<file path="config.mk">
export PLATFORM = sky130hd
export DESIGN_NAME = config_fuse_decoder
export DESIGN_NICKNAME = d
export VERILOG_FILES = /design/src/design/config_fuse_decoder.v
export VERILOG_INCLUDE_DIRS = /design/src /design/src/design
export SDC_FILE = /design/constraint.sdc
export NUM_CORES = 1
export LEC_CHECK = 0
export BUFFER_PORTS_ARGS = -buffer_cell sky130_fd_sc_hd__buf_2
export CAP_MARGIN = 20
export CORE_UTILIZATION = 40
export DETAILED_ROUTE_END_ITERATION = 7
export HOLD_SLACK_MARGIN = 0.05
export PLACE_DENSITY = 0.65
export SLEW_MARGIN = 5
export SYNTH_ARGS = -nofsm -noshare
export SYNTH_HDL_FRONTEND = slang
export SYNTH_SLANG_ARGS = --single-unit
export TNS_END_PERCENT = 10
</file>
<file path="constraint.sdc">
create_clock -name i_core_clk -period 4.45 [get_ports i_core_clk]
set_clock_uncertainty 0.2 [all_clocks]
set_input_delay 0.89 -clock i_core_clk [delete_from_list [all_inputs] [get_ports i_core_clk]]
set_output_delay 0.89 -clock i_core_clk [all_outputs]
set_load 0.01 [all_outputs]
</file>
<file path="src/design/config_fuse_decoder_map.vh">
// Field positions and reset values for the configuration word decoder
`ifndef CONFIG_FUSE_DECODER_MAP_VH
`define CONFIG_FUSE_DECODER_MAP_VH
// APB byte offsets
`define REG_CTRL_OFS        12'h000
`define REG_LOAD_OFS        12'h004
`define REG_STATUS_OFS      12'h008
`define REG_OSC_OFS         12'h00C
`define REG_WDT_OFS         12'h010
`define REG_PINMAP_OFS      12'h014
// Secure segment word
`define SECURE_RAM_SIZE_LSB 1
// General segment word
`define GEN_WRITE_PROT_BIT  0
`define GEN_CODE_PROT_LSB   1
// Oscillator select word
`define INIT_OSC_LSB        0
`define TWO_SPEED_BIT       7
// Oscillator config word
`define PRIMARY_MODE_LSB    0
`define SEC_PIN_FUNC_BIT    2
`define PIN_MAP_LOCK_BIT    5
`define CLK_SWITCH_LSB      6
// Watchdog word
`define WDT_WINDOW_DIS_BIT  6
`define WDT_FORCE_EN_BIT    7
// Secure RAM byte sizes
`define SECURE_RAM_NONE     13'h0000
`define SECURE_RAM_SMALL    13'h0100
`define SECURE_RAM_MEDIUM   13'h0800
`define SECURE_RAM_LARGE    13'h1000
// Code protect levels
`define PROT_NONE           2'h0
`define PROT_STANDARD       2'h1
`define PROT_HIGH           2'h2
// Oscillator source one-hot codes
`define OSC_FAST_RC_POST    8'h80
`define OSC_FAST_RC_DIV16   8'h40
`define OSC_LOW_POWER_RC    8'h20
`define OSC_SECONDARY       8'h10
`define OSC_PRIMARY_PLL     8'h08
`define OSC_PRIMARY         8'h04
`define OSC_FAST_RC_PLL     8'h02
`define OSC_FAST_RC         8'h01
// Primary oscillator modes (one-hot)
`define PMODE_OFF           4'h8
`define PMODE_FAST_XTAL     4'h4
`define PMODE_STD_XTAL      4'h2
`define PMODE_EXT_CLK       4'h1
// Erased word value
`define CFG_WORD_RESET      8'hFF
`endif

</file>
<file path="src/design/config_fuse_decoder.v">
// Configuration word decoder with APB status and run-time update port
//
// What this block does
// RULE_01: Secure RAM size field decodes to four sizes
// RULE_02: Code protect field: none, standard, high
// RULE_03: Write protect bit zero blocks program writes
// RULE_04: Two-speed bit starts on fast RC first
// RULE_05: Initial oscillator field decodes eight sources
// RULE_06: Oscillator update waits reset if switching enabled; the reset clears the pending update instead
// RULE_07: Switch mode field gates switching and monitor
// RULE_08: Pin map lock allows one reconfiguration
// RULE_09: Secondary pin clock-out or GPIO outside crystal
// RULE_10: Primary mode field: off, two crystals, external
// RULE_11: Watchdog force bit keeps watchdog always running
// RULE_12: Window bit zero selects watchdog window mode
// RULE_13: Fields held from reset; immediate fields excepted; the code decodes live words unless rt_ctrl_en_q selects the held words
`timescale 1ns/1ps
`include "config_fuse_decoder_map.vh"

module config_fuse_decoder (
   // Clock and reset
   input  wire        i_core_clk,
   input  wire        i_rst_n,
   // Stored configuration words (quasi-static, from non-volatile array)
   input  wire [7:0]  i_secure_segment_config_word,
   input  wire [7:0]  i_general_segment_config_word,
   input  wire [7:0]  i_oscillator_select_config_word,
   input  wire [7:0]  i_oscillator_config_word,
   input  wire [7:0]  i_watchdog_config_word,
   // Clock logic feedback
   input  wire        i_user_osc_ready,
   input  wire        i_software_watchdog_enable,
   input  wire        i_crystal_osc_clock,
   input  wire        i_pin_map_write_req,
   // APB slave
   input  wire        psel,
   input  wire        penable,
   input  wire        pwrite,
   input  wire [11:0] paddr,
   input  wire [31:0] pwdata,
   output wire        pready,
   output reg  [31:0] prdata,
   output wire        pslverr,
   // Memory protection outputs
   output reg  [12:0] o_secure_ram_size,
   output reg  [1:0]  o_general_code_protect_level,
   output reg         o_program_write_block,
   // Clock outputs
   output reg  [7:0]  o_active_osc_source,
   output reg  [7:0]  o_initial_oscillator_source,
   output reg         o_clock_switch_enable,
   output reg         o_fail_safe_monitor_enable,
   output reg  [3:0]  o_primary_oscillator_mode,
   output reg         o_secondary_pin_clock_out,
   output reg         o_secondary_pin_gpio,
   // Pin map and watchdog outputs
   output reg         o_pin_map_write_allow,
   output reg         o_watchdog_run,
   output reg         o_watchdog_osc_on,
   output reg         o_watchdog_window_mode
);

   // Reset synchroniser
   reg        rst_s1_q;                  // First stage, read by second only
   reg        rst_s2_q;                  // Synchronised reset, active low
   always @(posedge i_core_clk or negedge i_rst_n) begin
      if (!i_rst_n) begin
         rst_s1_q <= 1'b0;
         rst_s2_q <= 1'b0;
      end else begin
         rst_s1_q <= 1'b1;
         rst_s2_q <= rst_s1_q;
      end
   end

   // Input synchronisers for the outside-domain levels
   reg  [43:0] in_s1_q;                  // First stage
   reg  [43:0] in_s2_q;                  // Second stage, used by logic
   wire [43:0] in_raw = {i_secure_segment_config_word, i_general_segment_config_word,
                         i_oscillator_select_config_word, i_oscillator_config_word,
                         i_watchdog_config_word, i_user_osc_ready,
                         i_software_watchdog_enable, i_crystal_osc_clock, i_pin_map_write_req};
   always @(posedge i_core_clk or negedge rst_s2_q) begin
      if (!rst_s2_q) begin
         in_s1_q <= 44'h00000000000;
         in_s2_q <= 44'h00000000000;
      end else begin
         in_s1_q <= in_raw;
         in_s2_q <= in_s1_q;
      end
   end
   wire [7:0] ss_w  = in_s2_q[43:36];   // Secure segment word
   wire [7:0] gs_w  = in_s2_q[35:28];   // General segment word
   wire [7:0] os_w  = in_s2_q[27:20];   // Oscillator select word
   wire [7:0] oc_w  = in_s2_q[19:12];   // Oscillator config word
   wire [7:0] wd_w  = in_s2_q[11:4];    // Watchdog word
   wire       osc_rdy  = in_s2_q[3];
   wire       sw_wdt   = in_s2_q[2];
   wire       xtal_clk = in_s2_q[1];
   wire       pm_req   = in_s2_q[0];

   // Capture sequencer: one-hot
   localparam [2:0] ST_WAIT = 3'h1;     // Synchronisers filling
   localparam [2:0] ST_LOAD = 3'h2;     // Latch words into holding
   localparam [2:0] ST_RUN  = 3'h4;     // Normal operation
   reg  [2:0] state_q;
   reg  [2:0] state_d;
   reg  [1:0] wait_q;                   // Settling count
   always @* begin
      case (state_q)
         ST_WAIT: state_d = (wait_q == 2'h3) ? ST_LOAD : ST_WAIT;
         ST_LOAD: state_d = ST_RUN;
         ST_RUN:  state_d = ST_RUN;
         default: state_d = ST_WAIT;
      endcase
   end
   always @(posedge i_core_clk or negedge rst_s2_q) begin
      if (!rst_s2_q) begin
         state_q <= ST_WAIT;
         wait_q  <= 2'h0;
      end else begin
         state_q <= state_d;
         if (state_q == ST_WAIT)
            wait_q <= wait_q + 2'h1;
      end
   end
   wire load = (state_q == ST_LOAD);
   wire run  = (state_q == ST_RUN);

   // APB registers: run-time update request and held-word select
   reg  [7:0] rt_osc_sel_q;             // Software-written oscillator select word
   reg        rt_pend_q;                // Update request waiting
   reg        rt_ctrl_en_q;             // Use held words instead of live words
   wire       acc    = psel & penable;
   wire       wr     = acc & pwrite;
   wire       hit    = (paddr == `REG_CTRL_OFS) | (paddr == `REG_LOAD_OFS) |
                       (paddr == `REG_STATUS_OFS) | (paddr == `REG_OSC_OFS) |
                       (paddr == `REG_WDT_OFS) | (paddr == `REG_PINMAP_OFS);
   assign pready  = 1'b1;                // Zero wait states
   assign pslverr = acc & ~hit;          // Unmapped access flagged
   wire   wr_osc  = wr & (paddr == `REG_OSC_OFS);

   // Holding registers, captured at load time
   reg  [7:0] ss_q;
   reg  [7:0] gs_q;
   reg  [7:0] os_q;                      // Oscillator select in effect
   reg  [7:0] oc_q;
   reg  [7:0] wd_q;
   // Switching enable taken from the held word so it cannot move at run time
   wire       sw_en_held = ~oc_q[`CLK_SWITCH_LSB+1];
   always @(posedge i_core_clk or negedge rst_s2_q) begin
      if (!rst_s2_q) begin
         ss_q <= `CFG_WORD_RESET;
         gs_q <= `CFG_WORD_RESET;
         os_q <= `CFG_WORD_RESET;
         oc_q <= `CFG_WORD_RESET;
         wd_q <= `CFG_WORD_RESET;
      end else if (load) begin
         ss_q <= ss_w;                   // RULE_13
         gs_q <= gs_w;                   // RULE_13
         oc_q <= oc_w;                   // RULE_13
         wd_q <= wd_w;                   // RULE_13
         // A software word still pending at load replaces the stored word
         os_q <= rt_pend_q ? rt_osc_sel_q : os_w;   // RULE_06
      end else if (run && rt_pend_q && !sw_en_held) begin
         os_q <= rt_osc_sel_q;           // RULE_06
      end
   end

   // Software update register; request is cleared at load, or in run when switching is disabled
   always @(posedge i_core_clk or negedge rst_s2_q) begin
      if (!rst_s2_q) begin
         rt_osc_sel_q <= `CFG_WORD_RESET;
         rt_pend_q    <= 1'b0;
         rt_ctrl_en_q <= 1'b0;
      end else begin
         if (wr_osc) begin
            rt_osc_sel_q <= pwdata[7:0];
            rt_pend_q    <= 1'b1;
         end else if (load || (run && !sw_en_held)) begin
            rt_pend_q    <= 1'b0;        // Consumed
         end
         if (wr && paddr == `REG_CTRL_OFS)
            rt_ctrl_en_q <= pwdata[0];
      end
   end

   // Fields read live words unless rt_ctrl_en_q selects holding registers; osel always reads os_q
   wire [7:0] ss_eff = rt_ctrl_en_q ? ss_q : ss_w;
   wire [7:0] gs_eff = rt_ctrl_en_q ? gs_q : gs_w;
   wire [7:0] oc_eff = rt_ctrl_en_q ? oc_q : oc_w;
   wire [7:0] wd_eff = rt_ctrl_en_q ? wd_q : wd_w;
   wire [1:0] ram_code  = ss_eff[`SECURE_RAM_SIZE_LSB+1:`SECURE_RAM_SIZE_LSB];
   wire [1:0] prot_code = gs_eff[`GEN_CODE_PROT_LSB+1:`GEN_CODE_PROT_LSB];
   wire [2:0] osel = os_q[`INIT_OSC_LSB+2:`INIT_OSC_LSB];
   wire [1:0] cks  = oc_eff[`CLK_SWITCH_LSB+1:`CLK_SWITCH_LSB];
   wire [1:0] pmd  = oc_eff[`PRIMARY_MODE_LSB+1:`PRIMARY_MODE_LSB];

   // Decoders
   reg  [12:0] ram_d;
   reg  [1:0]  prot_d;
   reg  [7:0]  osc_d;
   reg  [3:0]  pmode_d;
   always @* begin
      case (ram_code)                    // RULE_01
         2'h3:    ram_d = `SECURE_RAM_NONE;
         2'h2:    ram_d = `SECURE_RAM_SMALL;
         2'h1:    ram_d = `SECURE_RAM_MEDIUM;
         default: ram_d = `SECURE_RAM_LARGE;
      endcase
      case (prot_code)                   // RULE_02
         2'h3:    prot_d = `PROT_NONE;
         2'h2:    prot_d = `PROT_STANDARD;
         default: prot_d = `PROT_HIGH;
      endcase
      case (osel)                        // RULE_05
         3'h7:    osc_d = `OSC_FAST_RC_POST;
         3'h6:    osc_d = `OSC_FAST_RC_DIV16;
         3'h5:    osc_d = `OSC_LOW_POWER_RC;
         3'h4:    osc_d = `OSC_SECONDARY;
         3'h3:    osc_d = `OSC_PRIMARY_PLL;
         3'h2:    osc_d = `OSC_PRIMARY;
         3'h1:    osc_d = `OSC_FAST_RC_PLL;
         default: osc_d = `OSC_FAST_RC;
      endcase
      case (pmd)                         // RULE_10
         2'h3:    pmode_d = `PMODE_OFF;
         2'h2:    pmode_d = `PMODE_FAST_XTAL;
         2'h1:    pmode_d = `PMODE_STD_XTAL;
         default: pmode_d = `PMODE_EXT_CLK;
      endcase
   end

   // Two-speed start: hold fast RC until the chosen source reports ready
   reg  startup_done_q;
   wire two_speed = os_q[`TWO_SPEED_BIT];
   always @(posedge i_core_clk or negedge rst_s2_q) begin
      if (!rst_s2_q)
         startup_done_q <= 1'b0;
      else if (run && (!two_speed || osc_rdy))
         startup_done_q <= 1'b1;         // RULE_04
   end

   // Pin map: lock permits only the first write after reset
   reg  pin_map_used_q;
   wire pin_map_lock = oc_eff[`PIN_MAP_LOCK_BIT];
   always @(posedge i_core_clk or negedge rst_s2_q) begin
      if (!rst_s2_q)
         pin_map_used_q <= 1'b0;
      else if (run && pm_req && o_pin_map_write_allow)
         pin_map_used_q <= 1'b1;         // RULE_08
   end

   // Registered outputs; all quiet until the first capture
   wire crystal = (pmd == 2'h2) | (pmd == 2'h1);
   always @(posedge i_core_clk or negedge rst_s2_q) begin
      if (!rst_s2_q) begin
         o_secure_ram_size            <= `SECURE_RAM_NONE;
         o_general_code_protect_level <= `PROT_HIGH;
         o_program_write_block        <= 1'b1;
         o_active_osc_source          <= `OSC_FAST_RC;
         o_initial_oscillator_source  <= `OSC_FAST_RC;
         o_clock_switch_enable        <= 1'b0;
         o_fail_safe_monitor_enable   <= 1'b0;
         o_primary_oscillator_mode    <= `PMODE_OFF;
         o_secondary_pin_clock_out    <= 1'b0;
         o_secondary_pin_gpio         <= 1'b0;
         o_pin_map_write_allow        <= 1'b0;
         o_watchdog_run               <= 1'b0;
         o_watchdog_osc_on            <= 1'b0;
         o_watchdog_window_mode       <= 1'b0;
      end else if (run) begin
         o_secure_ram_size            <= ram_d;                              // RULE_01
         o_general_code_protect_level <= prot_d;                             // RULE_02
         o_program_write_block        <= ~gs_eff[`GEN_WRITE_PROT_BIT];       // RULE_03
         o_active_osc_source          <= (two_speed && !startup_done_q) ? `OSC_FAST_RC : osc_d; // RULE_04
         o_initial_oscillator_source  <= osc_d;                              // RULE_05
         o_clock_switch_enable        <= ~cks[1];                            // RULE_07
         o_fail_safe_monitor_enable   <= (cks == 2'h0);                      // RULE_07
         o_primary_oscillator_mode    <= pmode_d;                            // RULE_10
         // Crystal modes own the pin regardless of the function bit
         o_secondary_pin_clock_out    <= ~crystal & oc_eff[`SEC_PIN_FUNC_BIT];  // RULE_09
         o_secondary_pin_gpio         <= ~crystal & ~oc_eff[`SEC_PIN_FUNC_BIT]; // RULE_09
         o_pin_map_write_allow        <= ~pin_map_lock | ~pin_map_used_q;    // RULE_08
         o_watchdog_run               <= wd_eff[`WDT_FORCE_EN_BIT] | sw_wdt; // RULE_11
         o_watchdog_osc_on            <= wd_eff[`WDT_FORCE_EN_BIT] | sw_wdt; // RULE_11
         o_watchdog_window_mode       <= ~wd_eff[`WDT_WINDOW_DIS_BIT];       // RULE_12
      end
   end

   // Read mux; registered so data comes from flip-flops
   always @(posedge i_core_clk or negedge rst_s2_q) begin
      if (!rst_s2_q)
         prdata <= 32'h00000000;
      else if (psel && !penable && !pwrite) begin
         case (paddr)
            `REG_CTRL_OFS:   prdata <= {31'h00000000, rt_ctrl_en_q};
            `REG_LOAD_OFS:   prdata <= {24'h000000, rt_osc_sel_q};
            `REG_STATUS_OFS: prdata <= {26'h0000000, xtal_clk, pin_map_used_q, startup_done_q,
                                        rt_pend_q, state_q[2], sw_en_held};
            `REG_OSC_OFS:    prdata <= {16'h0000, o_active_osc_source, o_initial_oscillator_source};
            `REG_WDT_OFS:    prdata <= {29'h00000000, o_watchdog_window_mode, o_watchdog_osc_on,
                                        o_watchdog_run};
            `REG_PINMAP_OFS: prdata <= {30'h00000000, pin_map_used_q, o_pin_map_write_allow};
            default:         prdata <= 32'h00000000;
         endcase
      end
   end

endmodule // config_fuse_decoder

</file>
* Word level (Yosys, flattened, before mapping) *
Index checks and enable logic that the tools add are counted.

storage, ports and cells
  output and inout port bits = 78
  input port bits = 93
  register bits after elaboration = 202
  word-level logic and storage cells = 116

cells by class
  add/sub/neg operators = 1
  muxes and demuxes = 17
  equality and inequality tests = 24
  reductions and logical operators = 21
  bitwise logic cells = 23

operators with widths
  operator               count
  $pmux W16 S6           1
  $pmux W8 S7            1
  $mux W8                6
  $pmux W13 S3           1
  $eq A12 B4 Y1 const B  2
  $eq A12 B5 Y1 const B  2
  $eq A3 B3 Y1 const B   5
  $eq A2 B2 Y1 const B   7
  $eq A12 B3 Y1 const B  1
  $logic_not A12 Y1      1
  $pmux W4 S3            1
  $logic_and A1 B1 Y1    10
  $eq A3 B2 Y1 const B   3
  $not A1 Y1             9
  $or A1 B1 Y1           8
  $and A1 B1 Y1          6
  $eq A3 B1 Y1 const B   2
  $mux W3                2
  $pmux W3 S2            1
  $eq A2 B1 Y1 const B   2
  $logic_not A1 Y1       4
  $pmux W2 S2            1
  $reduce_bool A2 Y1     2
  $add A2 B1 Y2 const B  1
  5 further kinds        7

* Longest topological paths before layout *
Gate-level depths: netlist of the first run.

  depth in word-level cells = 8
  depth in mapped cells = 7
  gate-level depth less buffers = 5

* Least setup slack after synthesis of the first run *
Ideal clock, no wire load.

  path type = input to output
  start = in paddr[9]
  end = out pslverr
  arrival = 1.530 ns
  slack = 1.830 ns
  buffers on the path = 0
  required time = 3.360 ns
  cell stages on the path = 3
  path through = nor4_4 -> and3_1 -> nor2_1

on the way
  cells in the longest elaborated chain, start to end = 8
  elaborated cells between the ends (all ways) = 13
  classes of those cells = eq/ne (5); bitwise (7); reduce/logical (1)

RTL lines
  item                                                line                       text
  start: declaration                                  config_fuse_decoder.v:39   input wire [11:0] paddr,
  $eq A12 B3 Y1 or $logic_not A12 Y1 (tied branches)  --
  $or A1 B1 Y1 (4 in series)                          config_fuse_decoder.v:136  wire hit = (paddr == `REG_CTRL_OFS) | (paddr == `REG_LOAD_OFS) |
  $or A1 B1 Y1 *                                      config_fuse_decoder.v:136
  $not A1 Y1 *                                        config_fuse_decoder.v:140  assign pslverr = acc & ~hit;
  $and A1 B1 Y1 *                                     config_fuse_decoder.v:140
  end: declaration                                    config_fuse_decoder.v:43   output wire pslverr,

Every way passes the cells marked *; elsewhere a longest branch is shown, timed or not.

* Worst setup path after layout of the first run *
Ends and elaborated chain as after synthesis.

==> flow_metrics.env, run 1 <==
export IMPL_synth_cells=437
export IMPL_synth_edf_count=0
export IMPL_post_route_period_util_pct=65.54
export IMPL_die_y_um=115.2
export IMPL_vias=3475
export IMPL_p_per_area_mw_per_mm2=435.3
export IMPL_period_needed_ns=2.916
export IMPL_final_common_cell="nand2_1"
export IMPL_mostFrequentLayoutCells="100 x nand2_1, 96 x buf_2, 95 x dfrtp_1"
export IMPL_cts_made_buffers=17
export IMPL_rr_startpoint="state_q[0]$_DFF_PN1_"
export IMPL_num_rows=40
export IMPL_finalHoldViolations=0
export IMPL_cts_setup_buffers=0
export IMPL_grt_max_degree=57
export IMPL_clkLatencyLatePin_ns=0.41
export IMPL_r2r_slack_ns=2.24
export IMPL_grtUsageMet1_pct=22.10
export IMPL_dp_final_hpwl_mm=7.267
export IMPL_slew_headroom_pct=32.67
export IMPL_layoutNonFillerInstCount=718
export IMPL_fp_dieArea_sq_mm=0.01328
export IMPL_hold_worst_slack_ns=0.1464
export IMPL_ff2ff_path_depth=5
export IMPL_cts_sinks=127
export IMPL_port_buffers=96
export IMPL_status="finished clean"
export IMPL_grt_pass1_wl_mm=17.14
export IMPL_busiest_layer="met2"
export IMPL_worstPathMaxFanout=7
export IMPL_slew_violations=0
export IMPL_synth_area_sq_mm=0.005127
export IMPL_maxCapViolCount=0
export IMPL_tns_ns=0
export IMPL_rsz0062_at_grt="no"
export IMPL_cp_required_ns=3.36
export IMPL_path_clk_slew_ns=0.05
export IMPL_gr_total_overflow=0
export IMPL_ios=171
export IMPL_synth_area_leaders="dfrtp_1 47%, dfstp_2 16%, nand2_1 7.3%"
export IMPL_synth_cell_types=48
export IMPL_synth_avg_cell_area_sq_um=11.73
export IMPL_finalSetupViolCount=0
export IMPL_gp_congestion=0.8405
export IMPL_wl_mm=10.74
export IMPL_fmax_ghz=0.3429
export IMPL_cts_tree="built"
export IMPL_die_x_um=115.2
export IMPL_crit_type="in2out"
export IMPL_holdCritStartpoint="in_s1_q[0]$_DFF_PN0_"
export IMPL_start_util_pct=41.82
export IMPL_via_per_inst=4.840
export IMPL_postLayoutCellArea_sq_mm=0.006267
export IMPL_yosys_area_top_type="dfrtp_1"
export IMPL_drtIter0Drc=279
export IMPL_regArea_sq_mm=0.003221
export IMPL_postCtsHoldBufs=1
export IMPL_first_pass_iters=4
export IMPL_synth_async_sr_flop_share_pct=100.0
export IMPL_cts_root_buf="clkbuf_16"
export IMPL_cts_resized_gates=0
export IMPL_grt_pass1_vias=3365
export IMPL_synth_top_cell_area_share_pct=46.85
export IMPL_coreArea_sq_mm=0.01226
export IMPL_multi_input_area_sq_mm=0.001713
export IMPL_worst_pin_slew_ns=1.001
export IMPL_cts_max_level=4
export IMPL_synth_seq_cells=127
export IMPL_grt_util_all_layers_pct=17.25
export IMPL_fill_cells=1093
export IMPL_start_kind="primary input"
export IMPL_hold_path_class="reg2reg"
export IMPL_nets=634
export IMPL_crit_arrival_ns=1.83
export IMPL_ys_seq_area_share_pct=62.74
export IMPL_syn_to_final_growth_pct=22.23
export IMPL_dpl_cell_count=684
export IMPL_ys_flop_type="dfrtp_1"
export IMPL_leakagePower_uw=0.003074
export IMPL_use_met2_pct=27.91
export IMPL_crit_path_end_kind="output port"
export IMPL_whs_path_depth=0
export IMPL_cts_buffer_depth=2
export IMPL_peakVddDrop_uv=362.7
export IMPL_ys_warn_count=0
export IMPL_grtUsageMet3_pct=5.957
export IMPL_drive_gt1_share_pct=34.24
export IMPL_holdPathEnd="in_s2_q[0]$_DFF_PN0_"
export IMPL_drcViolationCount=0
export IMPL_rr_endpoint="o_active_osc_source[3]$_DFFE_PN0N_"
export IMPL_post_drt_wl_per_cell_um=14.96
export IMPL_drtAntennaViolNets=0
export IMPL_placed_area_sq_mm=0.005665
export IMPL_antenna_found_initial=1
==> cells by family (layout without fill, tap and decap cells) <==
kind of cell / Yosys count / count (layout) / share of synthesized area (%)
compound gates: 62 / 62 / 8.150
other cells: 2 / 29 / 0.1465
xor+xnor: 1 / 1 / 0.1708
buf+inv: 50 / 136 / 5.856
mux: 30 / 30 / 6.833
flops: 127 / 127 / 62.74
fa+ha+maj: 5 / 5 / 1.220
simple gates: 160 / 160 / 14.89
==> per-stage QoR <==
stage	setup WS, ns	utilization, %	total power [uW]
3_5_place_dp	1.438	46.20	1386
3_3_place_gp	1.469	46.20	1380
5_1_grt	1.450	51.09	2820
6_report	1.534	51.11	2728
2_1_floorplan	0.5039	-	1339
4_1_cts	1.532	51.09	2751
==> sequential cells by signal (all words and copies together) (netlist names), 2 cells and up <==
register                      flops
oc_q                              6
state_q                           3
o_general_code_protect_level      2
in_s2_q                          21
rt_osc_sel_q                      8
o_initial_oscillator_source       8
o_primary_oscillator_mode         4
in_s1_q                          21
wait_q                            2
ss_q                              2
prdata                           16
gs_q                              3
o_active_osc_source               8
os_q                              4
o_secure_ram_size                 3
wd_q                              2
==> report_power, final <==
group          internal, uW  leakage, uW  switching [uW]
combinational          48.7      0.00127            75.2
clock                   853     0.000282             509
sequential             1210      0.00152            35.5
total                  2110      0.00307             619
==> worst max-delay path by stage <==
| stage | start | endpoint | slack (ns) | depth (start not counted) |
|---|---|---|---|---|
| final | paddr[9] | pslverr | 1.53 | 5 |
| after global routing | paddr[9] | pslverr | 1.45 | 5 |
| after CTS | paddr[9] | pslverr | 1.53 | 5 |
| after detailed placement | paddr[4] | rt_osc_sel_q[5]$_DFFE_PN1P_ | 1.44 | 5 |
| after global placement | paddr[4] | rt_osc_sel_q[4]$_DFFE_PN1P_ | 1.47 | 5 |
| after floorplan | rst_s2_q$_DFF_PN0_ | in_s1_q[0]$_DFF_PN0_ | 0.50 | 0 |
==> layout make-up <==
type	count	share of cell area, %
clock buffer	19	7.227
antenna	1	0.03993
clock inverter	13	2.176
multi-input combinational	286	27.33
timing repair buffer	101	8.305
tap	168	3.354
inverter	3	0.1797
sequential	127	51.39
==> layer usage <==
layer | share of wire [%] | up-vias
met5 | 0 | -
met4 | 0.72 | 0
met3 | 6.3 | 9
met2 | 48 | 124
met1 | 45 | 1707
li1 | - | 1635
==> synthesized netlist by cell type (2+ instances only) <==
cell type,instances
inv_1,3
mux2i_1,14
nand2_1,100
mux2_2,8
nor3_1,4
a32o_1,2
a22o_1,11
dfstp_2,31
a22oi_1,3
ha_1,5
mux2_4,8
a211oi_1,2
o31ai_1,7
and3_1,3
nor2b_1,3
a21oi_1,4
nor3b_1,4
conb_1,2
and2_1,2
a31oi_1,4
nand4_1,3
nor2_1,11
nand2b_1,7
a21o_1,4
or3_1,2
o21ai_0,21
buf_4,28
clkbuf_1,17
dfrtp_1,96
nand3_1,10
==> worst max-delay path, stage by stage <==
cell	delay, ns
buf_2	0.11
nor4_4	0.40
and3_1	0.24
nor2_1	0.05
buf_2	0.13
No activity file was read; power rests on OpenSTA's default activity.
==> inputs of run 2 (changes only) <==
PLACE_DENSITY = 0.67   (was 0.65)
clock period = 2.38 ns   (was 4.45 ns; I/O delays follow)
==> flow_metrics.env, run 2 (synthesized netlist as in run 1, its figures left out) <==
export IMPL_status="finished clean"
export IMPL_fin_ws_ns=0.2848
export IMPL_p_per_area_mw_per_mm2=777.0
export IMPL_crit_type="in2out"
export IMPL_start_kind="primary input"
export IMPL_port_buffers=96
export IMPL_slew_violations=0
export IMPL_leakagePower_uw=0.003248
export IMPL_drtIter0Drc=201
export IMPL_first_pass_iters=4
export IMPL_crit_arrival_ns=1.42
export IMPL_holdPathEnd="rt_osc_sel_q[1]$_DFFE_PN1P_"
export IMPL_num_rows=40
export IMPL_die_x_um=115.2
export IMPL_ios=171
export IMPL_final_common_cell="nand2_1"
export IMPL_regArea_sq_mm=0.003221
export IMPL_fmax_ghz=0.4773
export IMPL_peakVddDrop_uv=632.2
export IMPL_cts_sinks=127
export IMPL_timing_critical_path_from="paddr[9]"
export IMPL_crit_path_end_kind="output port"
export IMPL_whs_path_depth=2
export IMPL_rr_endpoint="o_active_osc_source[3]$_DFFE_PN0N_"
export IMPL_post_route_period_util_pct=88.03
export IMPL_worstPathMaxFanout=6
export IMPL_hold_worst_slack_ns=0.09431
export IMPL_gr_total_overflow=0
export IMPL_finalSetupViolCount=0
export IMPL_reg_top3="in_s1_q x21, in_s2_q x21, prdata x16"
export IMPL_worst_pin_slew_ns=0.5549
export IMPL_cp_required_ns=1.70
export IMPL_rr_startpoint="state_q[1]$_DFF_PN0_"
export IMPL_preCtsSetupSlack_ns=0.1254
export IMPL_r2r_slack_ns=0.56
export IMPL_period_needed_ns=2.095
export IMPL_clkLatencyLatePin_ns=0.41
export IMPL_holdCritStartpoint="pwdata[1]"
export IMPL_hold_path_class="in2reg"
export IMPL_vias=3576
export IMPL_cts_max_level=4
export IMPL_dp_final_hpwl_mm=7.587
export IMPL_antenna_found_initial=1
export IMPL_cts_buffer_depth=2
export IMPL_drive_gt1_share_pct=34.70
export IMPL_cts_root_buf="clkbuf_16"
export IMPL_grt_pass1_wl_mm=17.30
export IMPL_path_clk_slew_ns=0.06
export IMPL_slew_headroom_pct=62.83
export IMPL_ff2ff_path_depth=4
export IMPL_cts_tree="built"
export IMPL_gp_congestion=0.8919
export IMPL_finalHoldViolations=0
export IMPL_fp_dieArea_sq_mm=0.01328
export IMPL_coreArea_sq_mm=0.01226
export IMPL_die_y_um=115.2
export IMPL_nets=670
export IMPL_wl_mm=10.66
export IMPL_syn_to_final_growth_pct=28.92
export IMPL_drtAntennaViolNets=0
export IMPL_maxCapViolCount=0
export IMPL_drcViolationCount=0
export IMPL_tns_ns=0
export IMPL_grt_max_degree=45
export IMPL_via_per_inst=4.743
export IMPL_grt_pass1_vias=3477
export IMPL_rsz0062_at_grt="no"
export IMPL_post_drt_wl_per_cell_um=14.14
export IMPL_fill_cells=1079
export IMPL_cts_setup_buffers=0
export IMPL_multi_input_area_sq_mm=0.001713
export IMPL_grt_util_all_layers_pct=17.52
export IMPL_mostFrequentLayoutCells="100 x nand2_1, 96 x buf_2, 95 x dfrtp_1"
export IMPL_cts_made_buffers=17
export IMPL_start_util_pct=41.82
==> run 2: changes by cell type in the layout (fill, tap and decap cells not counted), sizes merged <==
| cell | delta |
|---|---|
| inv | +2 |
| clkbuf | -1 |
| clkinv | +1 |
| dlygate4sd3 | +21 |
| clkinvlp | -2 |
| buf | +15 |
==> run 2: layout make-up <==
| cell class | count | area share, % |
|---|---|---|
| clock inverter | 14 | 2.385 |
| multi-input combinational | 286 | 25.91 |
| sequential | 127 | 48.72 |
| inverter | 3 | 0.1704 |
| tap | 168 | 3.180 |
| antenna | 1 | 0.03786 |
| timing repair buffer | 137 | 12.95 |
| clock buffer | 18 | 6.644 |
==> run 2: repair_timing <==
item,4_1_cts,5_1_grt
resized for setup,0,0
endpoints found under the hold margin,23,0
hold buffers,22,0
==> run 2: per-layer routing <==
layer / vias to the layer above / routed length, um / GRT usage [%]
met5: - / 0 / 0
met4: 0 / 172 / 6.580
met3: 12 / 711 / 5.482
met2: 148 / 4914 / 27.79
met1: 1710 / 4860 / 22.57
li1: 1706 / - / -
==> run 2: worst max path at each step <==
stage / endpoint / cells after the start
floorplan: in_s1_q[0]$_DFF_PN0_ / 0
CTS: pslverr / 6
finish: pslverr / 6
detailed placement: rt_osc_sel_q[2]$_DFFE_PN1P_ / 6
global placement: rt_osc_sel_q[4]$_DFFE_PN1P_ / 6
global route: pslverr / 6
==> run 2: power breakdown <==
part | total (uW) | internal [uW] | switching [uW]
clock network | 2550 | 1590 | 960
registers | 2320 | 2260 | 64.1
logic | 269 | 121 | 149
==> run 2: per-stage QoR <==
| step | power [uW] | cells | instance area, sq um | utilization (%) |
|---|---|---|---|---|
| after floorplan | 2503 | 463 | 5226 | - |
| after global placement | 2592 | 699 | 5791 | 47.22 |
| after detailed placement | 2603 | 699 | 5791 | 47.22 |
| after CTS | 5197 | 753 | 6608 | 53.89 |
| after global routing | 5340 | 753 | 6608 | 53.89 |
| final | 5136 | 754 | 6610 | 53.91 |
==> run 2: critical path: stages <==
cell	delay (ns)
buf_2	0.12
nor4_4	0.29
buf_4	0.18
and3_1	0.17
nor2_1	0.05
buf_2	0.13
